===== src/design/cis_line_scan_pkg.sv =====
package cis_line_scan_pkg;

  // ********************************
  // geometry
  // ********************************
  localparam int unsigned PIXELS_PER_CHIP = 128;
  localparam int unsigned CHIPS_FULL_SECTION = 7;
  localparam int unsigned CHIPS_SHORT_SECTION = 6;
  localparam int unsigned SECTION_COUNT = 4;
  localparam int unsigned PIXEL_INDEX_W = 10;

  // ********************************
  // reset values
  // ********************************
  localparam logic [PIXEL_INDEX_W-1:0] PIXEL_INDEX_RESET = 10'h000;
  localparam logic [1:0] EDGE_HISTORY_RESET = 2'h0;

  typedef enum logic [0:0] {
    SCAN_IDLE,
    SCAN_ACTIVE
  } scan_state_t;

endpackage


===== src/design/cis_line_scan_sequencer.sv =====
`timescale 1ns/1ns
module cis_line_scan_sequencer
  import cis_line_scan_pkg::*;
#(
  parameter int unsigned PIXELS_PER_CHIP_P = PIXELS_PER_CHIP,
  parameter int unsigned CHIPS_FULL_P = CHIPS_FULL_SECTION,
  parameter int unsigned CHIPS_SHORT_P = CHIPS_SHORT_SECTION
)
(
  input wire logic clk_i,
  input wire logic rst_n_i,
  input wire logic clk_en_i,
  input wire logic pixel_sampling_clock_i,
  input wire logic line_start_pulse_i,
  output logic line_start_o,
  output logic [SECTION_COUNT-1:0] pixel_valid_o,
  output logic [PIXEL_INDEX_W-1:0] pixel_index_o,
  output logic line_done_o
);

  // ********************************
  // parameter checks
  // ********************************
  localparam int unsigned FULL_LEN = PIXELS_PER_CHIP_P * CHIPS_FULL_P;
  localparam int unsigned SHORT_LEN = PIXELS_PER_CHIP_P * CHIPS_SHORT_P;

  // the index must reach the last pixel of a full section
  if (FULL_LEN > (1 << PIXEL_INDEX_W))
  begin
    $error("full section longer than the pixel index can count");
  end
  if (SHORT_LEN == 0)
  begin
    $error("section four needs at least one chip");
  end
  if (SHORT_LEN >= FULL_LEN)
  begin
    $error("section four must be shorter than the other sections");
  end

  // ********************************
  // reset release
  // ********************************
  logic rst_meta_ff;
  logic rst_sync_ff;
  logic nxt_rst_meta;
  logic nxt_rst_sync;

  // entry is immediate; release waits two edges so no flop sees it near the clock
  always_comb
  begin
    nxt_rst_meta = 1'b1;
    nxt_rst_sync = rst_meta_ff;
  end

  always_ff @(posedge clk_i or negedge rst_n_i)
  begin
    if (!rst_n_i)
    begin
      rst_meta_ff <= 1'b0;
      rst_sync_ff <= 1'b0;
    end
    else
    begin
      rst_meta_ff <= nxt_rst_meta;
      rst_sync_ff <= nxt_rst_sync;
    end
  end

  // ********************************
  // sequencer
  // ********************************
  localparam logic [PIXEL_INDEX_W-1:0] LAST_FULL = PIXEL_INDEX_W'(FULL_LEN - 1);
  localparam int unsigned COUNT_W = PIXEL_INDEX_W + 1;
  localparam logic [COUNT_W-1:0] FULL_COUNT = COUNT_W'(FULL_LEN);
  localparam logic [COUNT_W-1:0] SHORT_COUNT = COUNT_W'(SHORT_LEN);

  // pixels that a section delivers in one line; the last section holds one chip less
  function automatic logic [COUNT_W-1:0] section_length(input int unsigned section);
    logic [COUNT_W-1:0] len;
    if (section == SECTION_COUNT - 1)
      len = SHORT_COUNT;
    else
      len = FULL_COUNT;
    return len;
  endfunction

  // all sections move on the same sampling period, so one index serves all four
  function automatic logic [SECTION_COUNT-1:0] sections_live(input logic [PIXEL_INDEX_W-1:0] index);
    logic [SECTION_COUNT-1:0] live;
    live = '0;
    for (int unsigned k = 0; k < SECTION_COUNT; k++)
    begin
      live[k] = {1'b0, index} < section_length(k);
    end
    return live;
  endfunction

  // ********************************
  // sampling clock edges
  // ********************************
  // sampling clock is a plain synchronous input, so edges are detected against the
  // previous sample; its high and low phases must each span a clk_i cycle with clk_en_i high
  logic samp_clk_ff;
  logic nxt_samp_clk;
  logic rise;
  logic take_start;
  logic take_step;

  always_comb
  begin
    nxt_samp_clk = pixel_sampling_clock_i;
    // falling edges are never looked at for a start
    rise = pixel_sampling_clock_i && !samp_clk_ff;
    take_start = rise && line_start_pulse_i;
    take_step = rise && !line_start_pulse_i;
  end

  always_ff @(posedge clk_i or negedge rst_sync_ff)
  begin
    if (!rst_sync_ff)
    begin
      samp_clk_ff <= EDGE_HISTORY_RESET[0];
    end
    else if (clk_en_i)
    begin
      samp_clk_ff <= nxt_samp_clk;
    end
  end

  // ********************************
  // scan position
  // ********************************
  scan_state_t state_ff;
  scan_state_t nxt_state;
  logic [PIXEL_INDEX_W-1:0] index_ff;
  logic [PIXEL_INDEX_W-1:0] nxt_index;
  logic [SECTION_COUNT-1:0] valid_ff;
  logic [SECTION_COUNT-1:0] nxt_valid;
  logic line_end;

  always_comb
  begin
    nxt_state = state_ff;
    nxt_index = index_ff;
    nxt_valid = valid_ff;
    line_end = 1'b0;
    if (take_start)
    begin
      // a new start re-arms the chain even mid-line; rst_n_i is the only other reset
      nxt_state = SCAN_ACTIVE;
      nxt_index = PIXEL_INDEX_RESET;
      nxt_valid = sections_live(PIXEL_INDEX_RESET);
    end
    else if (take_step)
    begin
      case (state_ff)
        SCAN_IDLE:
        begin
          nxt_valid = '0;
        end
        SCAN_ACTIVE:
        begin
          // one pixel per sampling period on each section whose valid bit is set
          if (index_ff == LAST_FULL)
          begin
            nxt_state = SCAN_IDLE;
            nxt_valid = '0;
            line_end = 1'b1;
          end
          else
          begin
            nxt_index = index_ff + PIXEL_INDEX_W'(1);
            // section four runs out one chip early
            nxt_valid = sections_live(nxt_index);
          end
        end
        default:
        begin
          nxt_state = SCAN_IDLE;
          nxt_valid = '0;
        end
      endcase
    end
  end

  always_ff @(posedge clk_i or negedge rst_sync_ff)
  begin
    if (!rst_sync_ff)
    begin
      state_ff <= SCAN_IDLE;
      index_ff <= PIXEL_INDEX_RESET;
      valid_ff <= '0;
    end
    else if (clk_en_i)
    begin
      state_ff <= nxt_state;
      index_ff <= nxt_index;
      valid_ff <= nxt_valid;
    end
  end

  // ********************************
  // line pulses
  // ********************************
  logic start_ff;
  logic nxt_start;
  logic done_ff;
  logic nxt_done;

  always_comb
  begin
    // one enabled cycle each; a frozen clock enable stretches them
    nxt_start = take_start;
    nxt_done = line_end;
  end

  always_ff @(posedge clk_i or negedge rst_sync_ff)
  begin
    if (!rst_sync_ff)
    begin
      start_ff <= 1'b0;
      done_ff <= 1'b0;
    end
    else if (clk_en_i)
    begin
      start_ff <= nxt_start;
      done_ff <= nxt_done;
    end
  end

  assign line_start_o = start_ff;
  assign pixel_valid_o = valid_ff;
  assign pixel_index_o = index_ff;
  assign line_done_o = done_ff;

endmodule


===== config.mk =====
export PLATFORM = sky130hd
export DESIGN_NAME = cis_line_scan_sequencer
export DESIGN_NICKNAME = d
export VERILOG_FILES = /design/src/design/cis_line_scan_pkg.sv /design/src/design/cis_line_scan_sequencer.sv
export SDC_FILE = /design/constraint.sdc
export NUM_CORES = 1
export LEC_CHECK = 0
export ABC_AREA = 1
export BUFFER_PORTS_ARGS = -buffer_cell sky130_fd_sc_hd__buf_4
export CAP_MARGIN = 20
export CORE_AREA = 3 3 52 54
export CTS_CLUSTER_SIZE = 12
export DETAILED_ROUTE_END_ITERATION = 6
export DIE_AREA = 0 0 55 57
export PLACE_DENSITY = 0.71
export SLEW_MARGIN = 20
export SYNTH_ARGS = -nofsm -noshare
export SYNTH_HDL_FRONTEND = slang
export SYNTH_SLANG_ARGS = --single-unit

===== constraint.sdc =====
create_clock -name clk_i -period 0.8 [get_ports clk_i]
set_input_delay 0.12 -clock clk_i [delete_from_list [all_inputs] [get_ports clk_i]]
set_output_delay 0.12 -clock clk_i [all_outputs]
set_load 0.03 [all_outputs]

# Yosys cells after proc, flatten, opt, wreduce, memory -nomap -nowiden

Cells that the tools add are included.

Bits in registers: 20
Input port bits: 5
Output and inout port bits: 16
Logic and storage cells: 47

Add/sub/neg operators: 1
$lt $le $gt $ge: 2
Equality and inequality tests: 2
Muxes and demuxes: 24
Bitwise gates (word level): 1
Reduce and logical (&&, ||, !) cells: 9

Operators by type and width:

| kind                                                            | number |
|---|---|
| 11-bit two-way mux                                              | 8 |
| 10-bit two-way mux                                              | 4 |
| 10-bit by 11-bit < comparator with 1-bit output                 | 2 |
| 4-bit two-way mux                                               | 3 |
| 10-bit by 1-bit adder with 10-bit output, second input constant | 1 |
| 10-bit == test, second input constant                           | 1 |
| 1-bit two-way mux                                               | 8 |
| 4-bit one-hot mux with 2 select lines                           | 1 |
| 4-bit AND reduction                                             | 1 |
| 2-bit nonzero test                                              | 2 |
| 1-bit logical AND                                               | 3 |
| 1-bit zero test                                                 | 2 |
| 2-bit != test, second input constant                            | 1 |
| 2-bit AND reduction                                             | 1 |
| 1-bit inverter                                                  | 1 |

# Longest topological paths before layout

Gate-level depths: netlist of run 1.

Word-level depth: 10
Mapped depth: 10
Depth with buffers taken out: 10

# Worst setup path before layout of run 1

OpenSTA, ideal clock, no wires.

Path type: register -> register
Start: register index_ff[0] (netlist: pixel_index_o[0])
End: register valid_ff[2] (netlist: pixel_valid_o[2])
Setup time: 0.125 ns
Data arrival time: 1.460 ns
Data required time: 0.675 ns
Setup slack: -0.784 ns
Cell stages (with the launch flop): 11
Path buffers: 0
Period minus slack after synthesis: 1.584 ns
Cells stage by stage: dfrtp_1 > ha_1 > inv_1 > nor2_2 > nand2_1 > nand2_1 > nand2_1 > nor2_2 > nand2_1 > nand2_1 > nand3_1

Cells in the longest elaborated chain, start to end: 6
Elaborated cells between the ends (all ways): 7
Those cells by class: add/sub: 1; order compare: 1; eq/ne: 1; mux: 4

RTL lines:

| what                                            | RTL line                       | text |
|---|---|---|
| from (decl)                                     | cis_line_scan_sequencer.sv:136 | `logic [PIXEL_INDEX_W-1:0] index_ff;` |
| from (signal assigned)                          | cis_line_scan_sequencer.sv:198 | `index_ff <= nxt_index;` |
| 10-bit by 1-bit adder with 10-bit output        | cis_line_scan_sequencer.sv:173 | `nxt_index = index_ff + PIXEL_INDEX_W'(1);` |
| 10-bit by 11-bit < comparator with 1-bit output | cis_line_scan_sequencer.sv:94  | `live[k] = {1'b0, index} < section_length(k);` |
| 4-bit two-way mux (*)                           | cis_line_scan_sequencer.sv:165 | `if (index_ff == LAST_FULL)` |
| 4-bit one-hot mux with 2 select lines (*)       | cis_line_scan_sequencer.sv:157 | `case (state_ff)` |
| 4-bit two-way mux (*)                           | cis_line_scan_sequencer.sv:155 | `else if (take_step)` |
| 4-bit two-way mux (*)                           | cis_line_scan_sequencer.sv:148 | `if (take_start)` |
| to (signal assigned)                            | cis_line_scan_sequencer.sv:199 | `valid_ff <= nxt_valid;` |
| to (decl)                                       | cis_line_scan_sequencer.sv:138 | `logic [SECTION_COUNT-1:0] valid_ff;` |

Every way passes the cells marked *; elsewhere a longest branch is shown, timed or not. The select of a mux whose other input is x is not followed.
A chain may end at the register's enable or synchronous reset.

# Worst setup path after layout of run 1

Start: register index_ff[0] (netlist: pixel_index_o[0])
End: register index_ff[7] (netlist: pixel_index_o[7])

Cells in the longest elaborated chain, start to end: 5
Elaborated cells between the ends (all ways): 8
Those cells by class: add/sub: 1; eq/ne: 2; mux: 4; reduce/logical: 1

RTL lines:

| what                                     | RTL line |
|---|---|
| 10-bit by 1-bit adder with 10-bit output | cis_line_scan_sequencer.sv:173 |
| 10-bit two-way mux                       | cis_line_scan_sequencer.sv:165 |
| 10-bit two-way mux                       | cis_line_scan_sequencer.sv:157 |
| 10-bit two-way mux                       | cis_line_scan_sequencer.sv:155 |
| 10-bit two-way mux                       | cis_line_scan_sequencer.sv:148 |

Parallel ways exist; a longest one is shown, timed or not. The select of a mux whose other input is x is not followed.

==> impl_metrics.json, run 1 <==
{
  "die_w_um": 55,
  "arrival_ps": 1680,
  "final_cell_mix": "buf_4, nand2_1, buf_6",
  "synth.net_count": 135,
  "crit_required_ps": 1050,
  "slowest_stage": "dfrtp_2",
  "hold_path_class": "input port to flop",
  "grt_util_all_layers": 0.224,
  "ioPinCount": 21,
  "rows": 17,
  "syn_inst": 129,
  "drt-total-wl_mm": 3.63,
  "synth_top_family_by_area": "simple AND/OR/NAND/NOR gates",
  "timing.final.ws_setup_ps": -629,
  "grt_max_degree": 17,
  "clk_pin_slew_ps": 120,
  "hold_viol": 0,
  "drtAntennaViolNets": 0,
  "io_buffer_count": 20,
  "finalSetupViolCount": 31,
  "grt_pass1_vias": 1177,
  "clk_latency_ps": 310,
  "placed_area_um2": 1540,
  "crit_chain": "buf_4 -> nand3_2 -> buf_4 -> o21ai_2 -> nand2_1 -> nor2_2 -> nand2_2 -> o21ai_2",
  "fin_crit_sh": 1.79,
  "power_density_nw_per_um2": 3050,
  "tns_ps": -13420,
  "fmax_mhz": 700,
  "synth-compound-area-share": 0.0809,
  "clockRootBuffer": "clkbuf_4",
  "peakVddDrop_uv": 2650,
  "via_count": 1211,
  "cts_sinks": 18,
  "synth_seq_cells": 18,
  "synthMuxAreaShare": 0,
  "rsz0062_at_grt": "true",
  "ys_warn_count": 0,
  "synthXorXnorAreaFrac": 0.0405,
  "drt_iter0_drc": 25,
  "leakage_nw": 0.962,
  "yosysUniqueCellTypes": 24,
  "crit_family": "simple AND/OR/NAND/NOR gates",
  "first_pass_iters": 4,
  "final_cell_area_um2": 1920,
  "antenna_cells": 0,
  "htreeDepth": 1,
  "outcome": "complete, but fails checks",
  "synth.avg_cell_area_um2": 8.39,
  "synthAdderAreaFrac": 0.0116,
  "end_kind": "flop",
  "dp_cells": 207,
  "die_area_um2": 3140,
  "fin_skew_ps": 8.91,
  "dp_hpwl_mm": 2.07,
  "cts_buffers": 3,
  "drv_slew": 0,
  "fill_cells": 116,
  "seq_area_frac_synth": 0.416,
  "cts_tree": "built",
  "fin_crit_ps": 1430,
  "gp_congestion": 0.914,
  "syn-cell-area_um2": 1080,
  "viasPerCell": 5.20,
  "core_um2": 2250,
  "cp_max_fo": 3,
  "final_common_cell": "buf_4",
  "total_power_mw": 5.85,
  "final_cells": 233,
  "criticalPathCategory": "flop to flop",
  "num-nets-final": 212,
  "wire_per_inst_um": 15.6,
  "synth_simple_gate_area_frac": 0.371,
  "initial_core_util": 0.480,
  "grt_pass1_wl_mm": 5.11,
  "grt-ovfl-total": 0,
  "path_buf_inv": 2,
  "drcViolationCount": 0,
  "slowest_delay_ps": 420,
  "cts_buffer_depth": 2,
  "start_kind": "flop",
  "antenna_found_initial": 0,
  "violations": "setup timing",
  "cap_violations": 0,
  "areaGrowthSynthToFinish_pct": 77.1,
  "die_h_um": 57,
  "layout-drive-gt1-share": 0.629
}
-- cell usage after synthesis --
cell / n / area (um^2)
o21ai_1: 4 / 20.0
nor2_8: 1 / 20.0
nand3_4: 1 / 17.5
dfrtp_1: 18 / 450
nand2_4: 1 / 11.3
nand2_2: 11 / 68.8
nand4_1: 3 / 18.8
buf_4: 2 / 15.0
nand3_1: 3 / 15.0
nand3b_1: 1 / 7.51
inv_2: 3 / 11.3
xor2_1: 5 / 43.8
nor2_1: 9 / 33.8
inv_1: 12 / 45.0
o21ai_0: 3 / 15.0
ha_1: 1 / 12.5
nand3_2: 2 / 20.0
nor3_2: 1 / 10.0
nor2_2: 5 / 31.3
buf_6: 1 / 11.3
nand2_8: 1 / 20.0
o21ai_2: 6 / 52.6
nand2_1: 34 / 128
conb_1: 1 / 3.75
-- repair_timing --
action | in CTS | in global routing
hold buffers | 1 | 0
resized for setup | 32 | 16
endpoints found under the hold margin | 2 | 0
pin swaps | 4 | 10
endpoints found under the setup margin | 31 | 31
gates cloned | 0 | 2
setup buffers | 8 | 14
-- worst paths after layout --
check / end / slack, ps / startpoint / cells past startpoint
hold reg to reg: state_ff$_DFFE_PN0P_ / 180 / rst_sync_ff$_DFF_PN0_ / 1
max in group asynchronous: pixel_valid_o[2]$_DFFE_PN0P_ / 400 / rst_sync_ff$_DFF_PN0_ / 1
min in group asynchronous: nxt_rst_sync$_DFF_PN0_ / 120 / rst_n_i / 2
hold / removal: samp_clk_ff$_DFFE_PN0P_ / 100 / clk_en_i / 3
setup reg to reg: pixel_index_o[7]$_DFFE_PN0P_ / -630 / pixel_index_o[0]$_DFFE_PN0P_ / 8
setup / recovery: pixel_index_o[7]$_DFFE_PN0P_ / -630 / pixel_index_o[0]$_DFFE_PN0P_ / 8
-- metrics by stage --
step / setup WS [ps] / util / hold WS (ps)
6_report: -629 / 0.850 / 95.6
5_1_grt: -723 / 0.850 / 95.9
4_1_cts: -542 / 0.777 / 110
3_5_place_dp: -535 / 0.681 / -96.0
3_3_place_gp: -496 / 0.681 / -97.7
2_1_floorplan: -588 / - / -176
-- area by class of cell --
type,count,area (um^2),share of cell area
repair buffers,74,697,0.364
clock buffers,4,36.3,0.0189
multi-input cells,94,629,0.328
inverters,15,58.8,0.0307
well taps,28,35.0,0.0183
flip-flops and latches,18,460,0.240
-- cells by family after synthesis --
| kind of cell | Yosys count |
|---|---|
| other cells | 1 |
| flops | 18 |
| simple gates | 73 |
| compound gates | 13 |
| xor+xnor | 5 |
| fa+ha+maj | 1 |
| buf+inv | 18 |
-- per-layer routing --
layer	wire [um]	up-vias	track usage
met5	0	-	0
met4	106	0	0.0938
met3	155	19	0.0339
met2	2030	44	0.399
met1	1340	590	0.255
li1	-	558	-
-- power breakdown --
part | internal (mW) | switching, mW
combinational | 1.92 | 1.83
clock | 0.278 | 0.329
sequential | 1.19 | 0.304
total | 3.39 | 2.46
-- sequential cells by signal, indices dropped and copies added (netlist names) --
name and flops:
line_done_o 1, line_start_o 1, nxt_rst_sync 1, pixel_index_o 10, pixel_valid_o 2, rst_sync_ff 1
samp_clk_ff 1, state_ff 1
-- worst register-to-register path: stages, from the launching register on --
cell	delay (ps)
dfrtp_2	420
buf_4	120
nand3_2	120
buf_4	170
o21ai_2	170
nand2_1	130
nor2_2	140
nand2_2	70
o21ai_2	50
(Power assumes the default switching activity.)
==> run 2: changes to the inputs <==
ABC_AREA = default   (was 1)
CORE_AREA = 3 3 49 51   (was 3 3 52 54)
DIE_AREA = 0 0 52 54   (was 0 0 55 57)
PLACE_DENSITY = 0.72   (was 0.71)
==> run 2 against run 1 <==
The run still ends with setup timing left. Global-route usage shrank 1.3 points. Via count shrank 16%. Sequential cell count is the same. Maximum frequency shrank 14%. Total power shrank 43%. Clock power is essentially flat. Critical path depth shrank 1. Hold slack lost 29 ps. First-iteration DRC count grew 60%. Sequential share of layout area grew 3.8 points. Final cell count shrank 23%. Die area shrank 10%.
==> impl_metrics.json, run 2 <==
{
  "synth_simple_gate_area_frac": 0.216,
  "synth.net_count": 100,
  "rsz0062_at_grt": "true",
  "clockRootBuffer": "clkbuf_4",
  "synthMuxAreaShare": 0.0119,
  "synth_edf_count": 0,
  "dp_hpwl_mm": 1.84,
  "yosysUniqueCellTypes": 32,
  "finalSetupViolCount": 32,
  "violations": "setup timing",
  "initial_core_util": 0.476,
  "arrival_ps": 1860,
  "ioPinCount": 21,
  "cts_buffer_depth": 2,
  "leakage_nw": 0.782,
  "slowest_stage": "dfrtp_2",
  "cts_sinks": 18,
  "cap_violations": 0,
  "grt_pass1_wl_mm": 4.21,
  "grt_max_degree": 17,
  "placed_area_um2": 1320,
  "die_w_um": 52,
  "seq_area_frac_synth": 0.477,
  "drtAntennaViolNets": 0,
  "num-nets-final": 160,
  "hold_viol": 0,
  "yosysMostFrequentCell": "dfrtp_1",
  "drv_slew": 0,
  "cp_max_fo": 8,
  "power_frac_comb": 0.458,
  "criticalPathCategory": "flop to flop",
  "slowest_delay_ps": 420,
  "timing.final.ws_setup_ps": -857,
  "outcome": "complete, but fails checks",
  "areaGrowthSynthToFinish_pct": 74.4,
  "final_cells": 180,
  "synth.top_cell.area_share": 0.477,
  "wire_per_inst_um": 18.6,
  "p_sw_frac": 0.369,
  "rows": 16,
  "dp_slack_ps": -787,
  "synth_ff_type": "dfrtp_1",
  "syn-cell-area_um2": 943,
  "hold_path_class": "input port to flop",
  "ys_warn_count": 0,
  "crit_required_ps": 1010,
  "fin_crit_sh": 2.07,
  "antenna_cells": 0,
  "dp_cells": 162,
  "yosys-top-cells-area": "dfrtp_1, xnor2_1, nand2_1",
  "via_count": 1022,
  "end_kind": "flop",
  "power_density_nw_per_um2": 2020,
  "fin_crit_ps": 1660,
  "peakVddDrop_uv": 2150,
  "yosysTopAreaCell": "dfrtp_1",
  "sequentialPowerShare": 0.359,
  "drt_iter0_drc": 40,
  "layout-drive-gt1-share": 0.595,
  "synth.avg_cell_area_um2": 10.0,
  "p_int_mw": 2.09,
  "largest_reg_flops": 10,
  "cts_tree": "built",
  "final_common_cell": "buf_6",
  "final_cell_area_um2": 1650,
  "io_buffer_count": 20,
  "htreeDepth": 1,
  "antenna_found_initial": 0,
  "grt-ovfl-total": 0,
  "clk_latency_ps": 310,
  "clk_pin_slew_ps": 120,
  "fin_skew_ps": 3.02,
  "synthXorXnorAreaFrac": 0.0650,
  "gp_congestion": 0.817,
  "viasPerCell": 5.68,
  "synth-compound-area-share": 0.179,
  "yosys-top-cells-count": "dfrtp_1, nand2_1, a21oi_1, xnor2_1, nor2_1",
  "synthAdderAreaFrac": 0.0133,
  "fmax_mhz": 603,
  "synth_top_family_by_area": "simple AND/OR/NAND/NOR gates",
  "cts_buffers": 3,
  "synth_seq_cells": 18,
  "grt_util_all_layers": 0.211,
  "die_area_um2": 2810,
  "drt-total-wl_mm": 3.35,
  "first_pass_iters": 4,
  "core_um2": 1980,
  "drcViolationCount": 0,
  "tns_ps": -16610,
  "die_h_um": 54,
  "syn_inst": 94,
  "crit_chain": "ha_4 -> nand4_4 -> o41ai_4 -> buf_4 -> a21o_4 -> o21ai_1 -> o31ai_1",
  "grt_pass1_vias": 934,
  "start_kind": "flop",
  "clockPowerShare": 0.184,
  "synthArstFlopShare": 1.00,
  "power.switching_mw": 1.23,
  "final_cell_mix": "buf_6, buf_4, dfrtp_1"
}
run 2: critical path: cells and delay by family, from the launching register on:
family	cells	cell delay (ps)
simple gates	1	110
fa+ha+maj	1	160
buf+inv	1	190
compound gates	4	670
flops	1	420
run 2: path summary, 6_finish.rpt:
path,start,endpoint,slack [ps],cells after the start
min in group asynchronous,rst_n_i,nxt_rst_sync$_DFF_PN0_,110,2
max,pixel_index_o[0]$_DFFE_PN0P_,pixel_index_o[9]$_DFFE_PN0P_,-860,7
max reg2reg,pixel_index_o[0]$_DFFE_PN0P_,pixel_index_o[9]$_DFFE_PN0P_,-860,7
min reg2reg,rst_sync_ff$_DFF_PN0_,pixel_valid_o[2]$_DFFE_PN0P_,190,1
min,pixel_sampling_clock_i,samp_clk_ff$_DFFE_PN0P_,70,2
max in group asynchronous,rst_sync_ff$_DFF_PN0_,pixel_index_o[6]$_DFFE_PN0P_,410,1
run 2: power groups by stage:
stage	clock network [mW]	registers (mW)	logic (mW)
4_1_cts	0.608	1.18	1.35
3_3_place_gp	0	1.17	1.04
3_5_place_dp	0	1.19	1.06
5_1_grt	0.637	1.20	1.58
6_report	0.609	1.19	1.52
2_1_floorplan	0	1.41	0.380
run 2: area by class of cell:
cell class                      count  area, um^2
Multi-Input combinational cell     70         552
Timing Repair Buffer               59         558
Fill cell                          99         337
Inverter                            2        7.51
Sequential cell                    18         458
Tap cell                           27        33.8
Clock buffer                        4        36.3
run 2: layer usage:
metal | wire length (um) | vias to the layer above | share of wire | GRT usage
li1 | - | 449 | - | -
met1 | 1390 | 505 | 0.42 | 0.230
met2 | 1630 | 52 | 0.49 | 0.393
met3 | 207 | 16 | 0.062 | 0.0277
met4 | 120 | 0 | 0.036 | 0.118
met5 | 0 | - | 0 | 0
run 2: cell families after synthesis:
family,Yosys count
xor gates and xnor gates,7
muxes,1
AOI/OAI and AO/OA,22
adders and majority gates,1
DFF,18
buffers and inverters,6
and+or+nand+nor,38
other,1
run 2: through the flow:
stage          power, mW   util  hold slack (ps)
2_1_floorplan       1.79      -             -176
3_3_place_gp        2.21  0.667            -97.0
3_5_place_dp        2.25  0.667            -95.8
4_1_cts             3.15  0.783             63.8
5_1_grt             3.42  0.830             70.6
6_report            3.32  0.830             66.2
run 2: timing repair:
action,CTS,global route
setup endpoints to repair,31,32
setup buffers,9,8
pin swaps,8,7
resized for setup,36,17
hold endpoints to repair,2,0
hold buffers,1,0
==> run 3: changes to the inputs <==
PLACE_DENSITY = 0.74   (was 0.72)
==> run 3 against run 2 <==
The run still ends with setup timing left. Total power down 2.0%. Routed wire length down 8.2%. Sequential share of layout area up 0.34 points. Core utilization down 0.57 points. Sequential power about the same. Count of clock-buffer cells in the layout unchanged. Die area unchanged. Setup slack better by 55 ps. Critical path type unchanged. Highest routed layer unchanged.
==> impl_metrics.json, run 3 (same netlist as run 2, synthesis figures left out) <==
{
  "rows": 16,
  "leakage_nw": 0.757,
  "hold_path_class": "input port to flop",
  "core_um2": 1980,
  "final_cell_mix": "buf_6, buf_4, nand2_1",
  "drt_iter0_drc": 20,
  "grt-ovfl-total": 0,
  "cts_tree": "built",
  "layout-drive-gt1-share": 0.607,
  "final_cells": 177,
  "clk_latency_ps": 310,
  "grt_util_all_layers": 0.219,
  "end_kind": "flop",
  "dp_cells": 158,
  "io_buffer_count": 20,
  "htreeDepth": 1,
  "outcome": "complete, but fails checks",
  "fmax_mhz": 624,
  "wire_per_inst_um": 17.4,
  "cts_buffer_depth": 2,
  "placed_area_um2": 1290,
  "drcViolationCount": 0,
  "initial_core_util": 0.476,
  "fin_crit_sh": 2.00,
  "drv_slew": 0,
  "antenna_cells": 0,
  "hold_viol": 0,
  "gp_congestion": 0.806,
  "drt-total-wl_mm": 3.07,
  "ioPinCount": 21,
  "fin_crit_ps": 1600,
  "final_cell_area_um2": 1630,
  "die_h_um": 54,
  "dp_hpwl_mm": 1.79,
  "areaGrowthSynthToFinish_pct": 73.2,
  "finalSetupViolCount": 32,
  "power_density_nw_per_um2": 1990,
  "cts_buffers": 3,
  "final_common_cell": "buf_6",
  "grt_max_degree": 17,
  "arrival_ps": 1800,
  "criticalPathCategory": "flop to flop",
  "utilization": 0.824,
  "fin_skew_ps": 2.06,
  "drtAntennaViolNets": 0,
  "clockRootBuffer": "clkbuf_4",
  "cap_violations": 0,
  "via_count": 975,
  "tns_ps": -15530,
  "largest_reg_flops": 10,
  "peakVddDrop_uv": 1460,
  "grt_pass1_wl_mm": 4.40,
  "first_pass_iters": 4,
  "num-nets-final": 157,
  "cp_max_fo": 6,
  "die_area_um2": 2810,
  "antenna_found_initial": 0,
  "clk_pin_slew_ps": 110,
  "violations": "setup timing",
  "crit_required_ps": 1000,
  "timing.final.ws_setup_ps": -803,
  "grt_pass1_vias": 936,
  "cts_sinks": 18,
  "viasPerCell": 5.51,
  "die_w_um": 52,
  "rsz0062_at_grt": "true",
  "start_kind": "flop"
}
-- run 3: stage by stage --
stage          hold slack (ps)  power [mW]  setup slack [ps]
6_report                  69.0        3.25              -803
5_1_grt                   73.4        3.37              -858
4_1_cts                   85.4        3.03              -752
3_5_place_dp             -95.5        2.25              -787
3_3_place_gp             -97.3        2.21              -749
2_1_floorplan             -176        1.79              -857
-- run 3: area by class of cell --
type                    instances  area [um^2]
clock buffers                   4         26.3
fillers                       103          348
multi-input cells              70          578
flip-flops and latches         18          460
well taps                      27         33.8
repair buffers                 56          528
inverters                       2         7.51
-- run 3: worst paths after layout --
| path | endpoint | cells after the start | slack, ps | start |
|---|---|---|---|---|
| max | pixel_index_o[3]$_DFFE_PN0P_ | 6 | -800 | pixel_index_o[8]$_DFFE_PN0P_ |
| min in group asynchronous | nxt_rst_sync$_DFF_PN0_ | 2 | 100 | rst_n_i |
| max reg2reg | pixel_index_o[3]$_DFFE_PN0P_ | 6 | -800 | pixel_index_o[8]$_DFFE_PN0P_ |
| max in group asynchronous | pixel_index_o[6]$_DFFE_PN0P_ | 1 | 410 | rst_sync_ff$_DFF_PN0_ |
| min | samp_clk_ff$_DFFE_PN0P_ | 2 | 70 | pixel_sampling_clock_i |
| min reg2reg | pixel_index_o[0]$_DFFE_PN0P_ | 1 | 190 | rst_sync_ff$_DFF_PN0_ |
-- run 3: routing by layer --
metal / vias up / GRT usage / part of all wire
met4: 0 / 0.100 / 0.028
li1: 443 / - / -
met1: 482 / 0.258 / 0.39
met3: 11 / 0.0332 / 0.052
met5: - / 0 / 0
met2: 39 / 0.389 / 0.53
-- run 3: repair_timing --
action	4_1_cts	5_1_grt
endpoints found under the setup margin	31	32
endpoints found under the hold margin	2	0
gates resized for setup	32	24
pin swaps	5	13
hold buffers	1	0
buffers inserted	11	7
-- run 3: critical path, cell delays in order (launching register included) --
cell and delay (ps):
dfrtp_2 440, nand2_1 130, o41ai_4 340, buf_6 200
a21oi_2 70, xnor2_1 220, nor2_1 90
-- run 3: power breakdown --
part	total [mW]	switching [mW]	internal, mW
registers	1.20	0.148	1.05
clock network	0.521	0.326	0.195
logic	1.53	0.740	0.794
total	3.25	1.21	2.04
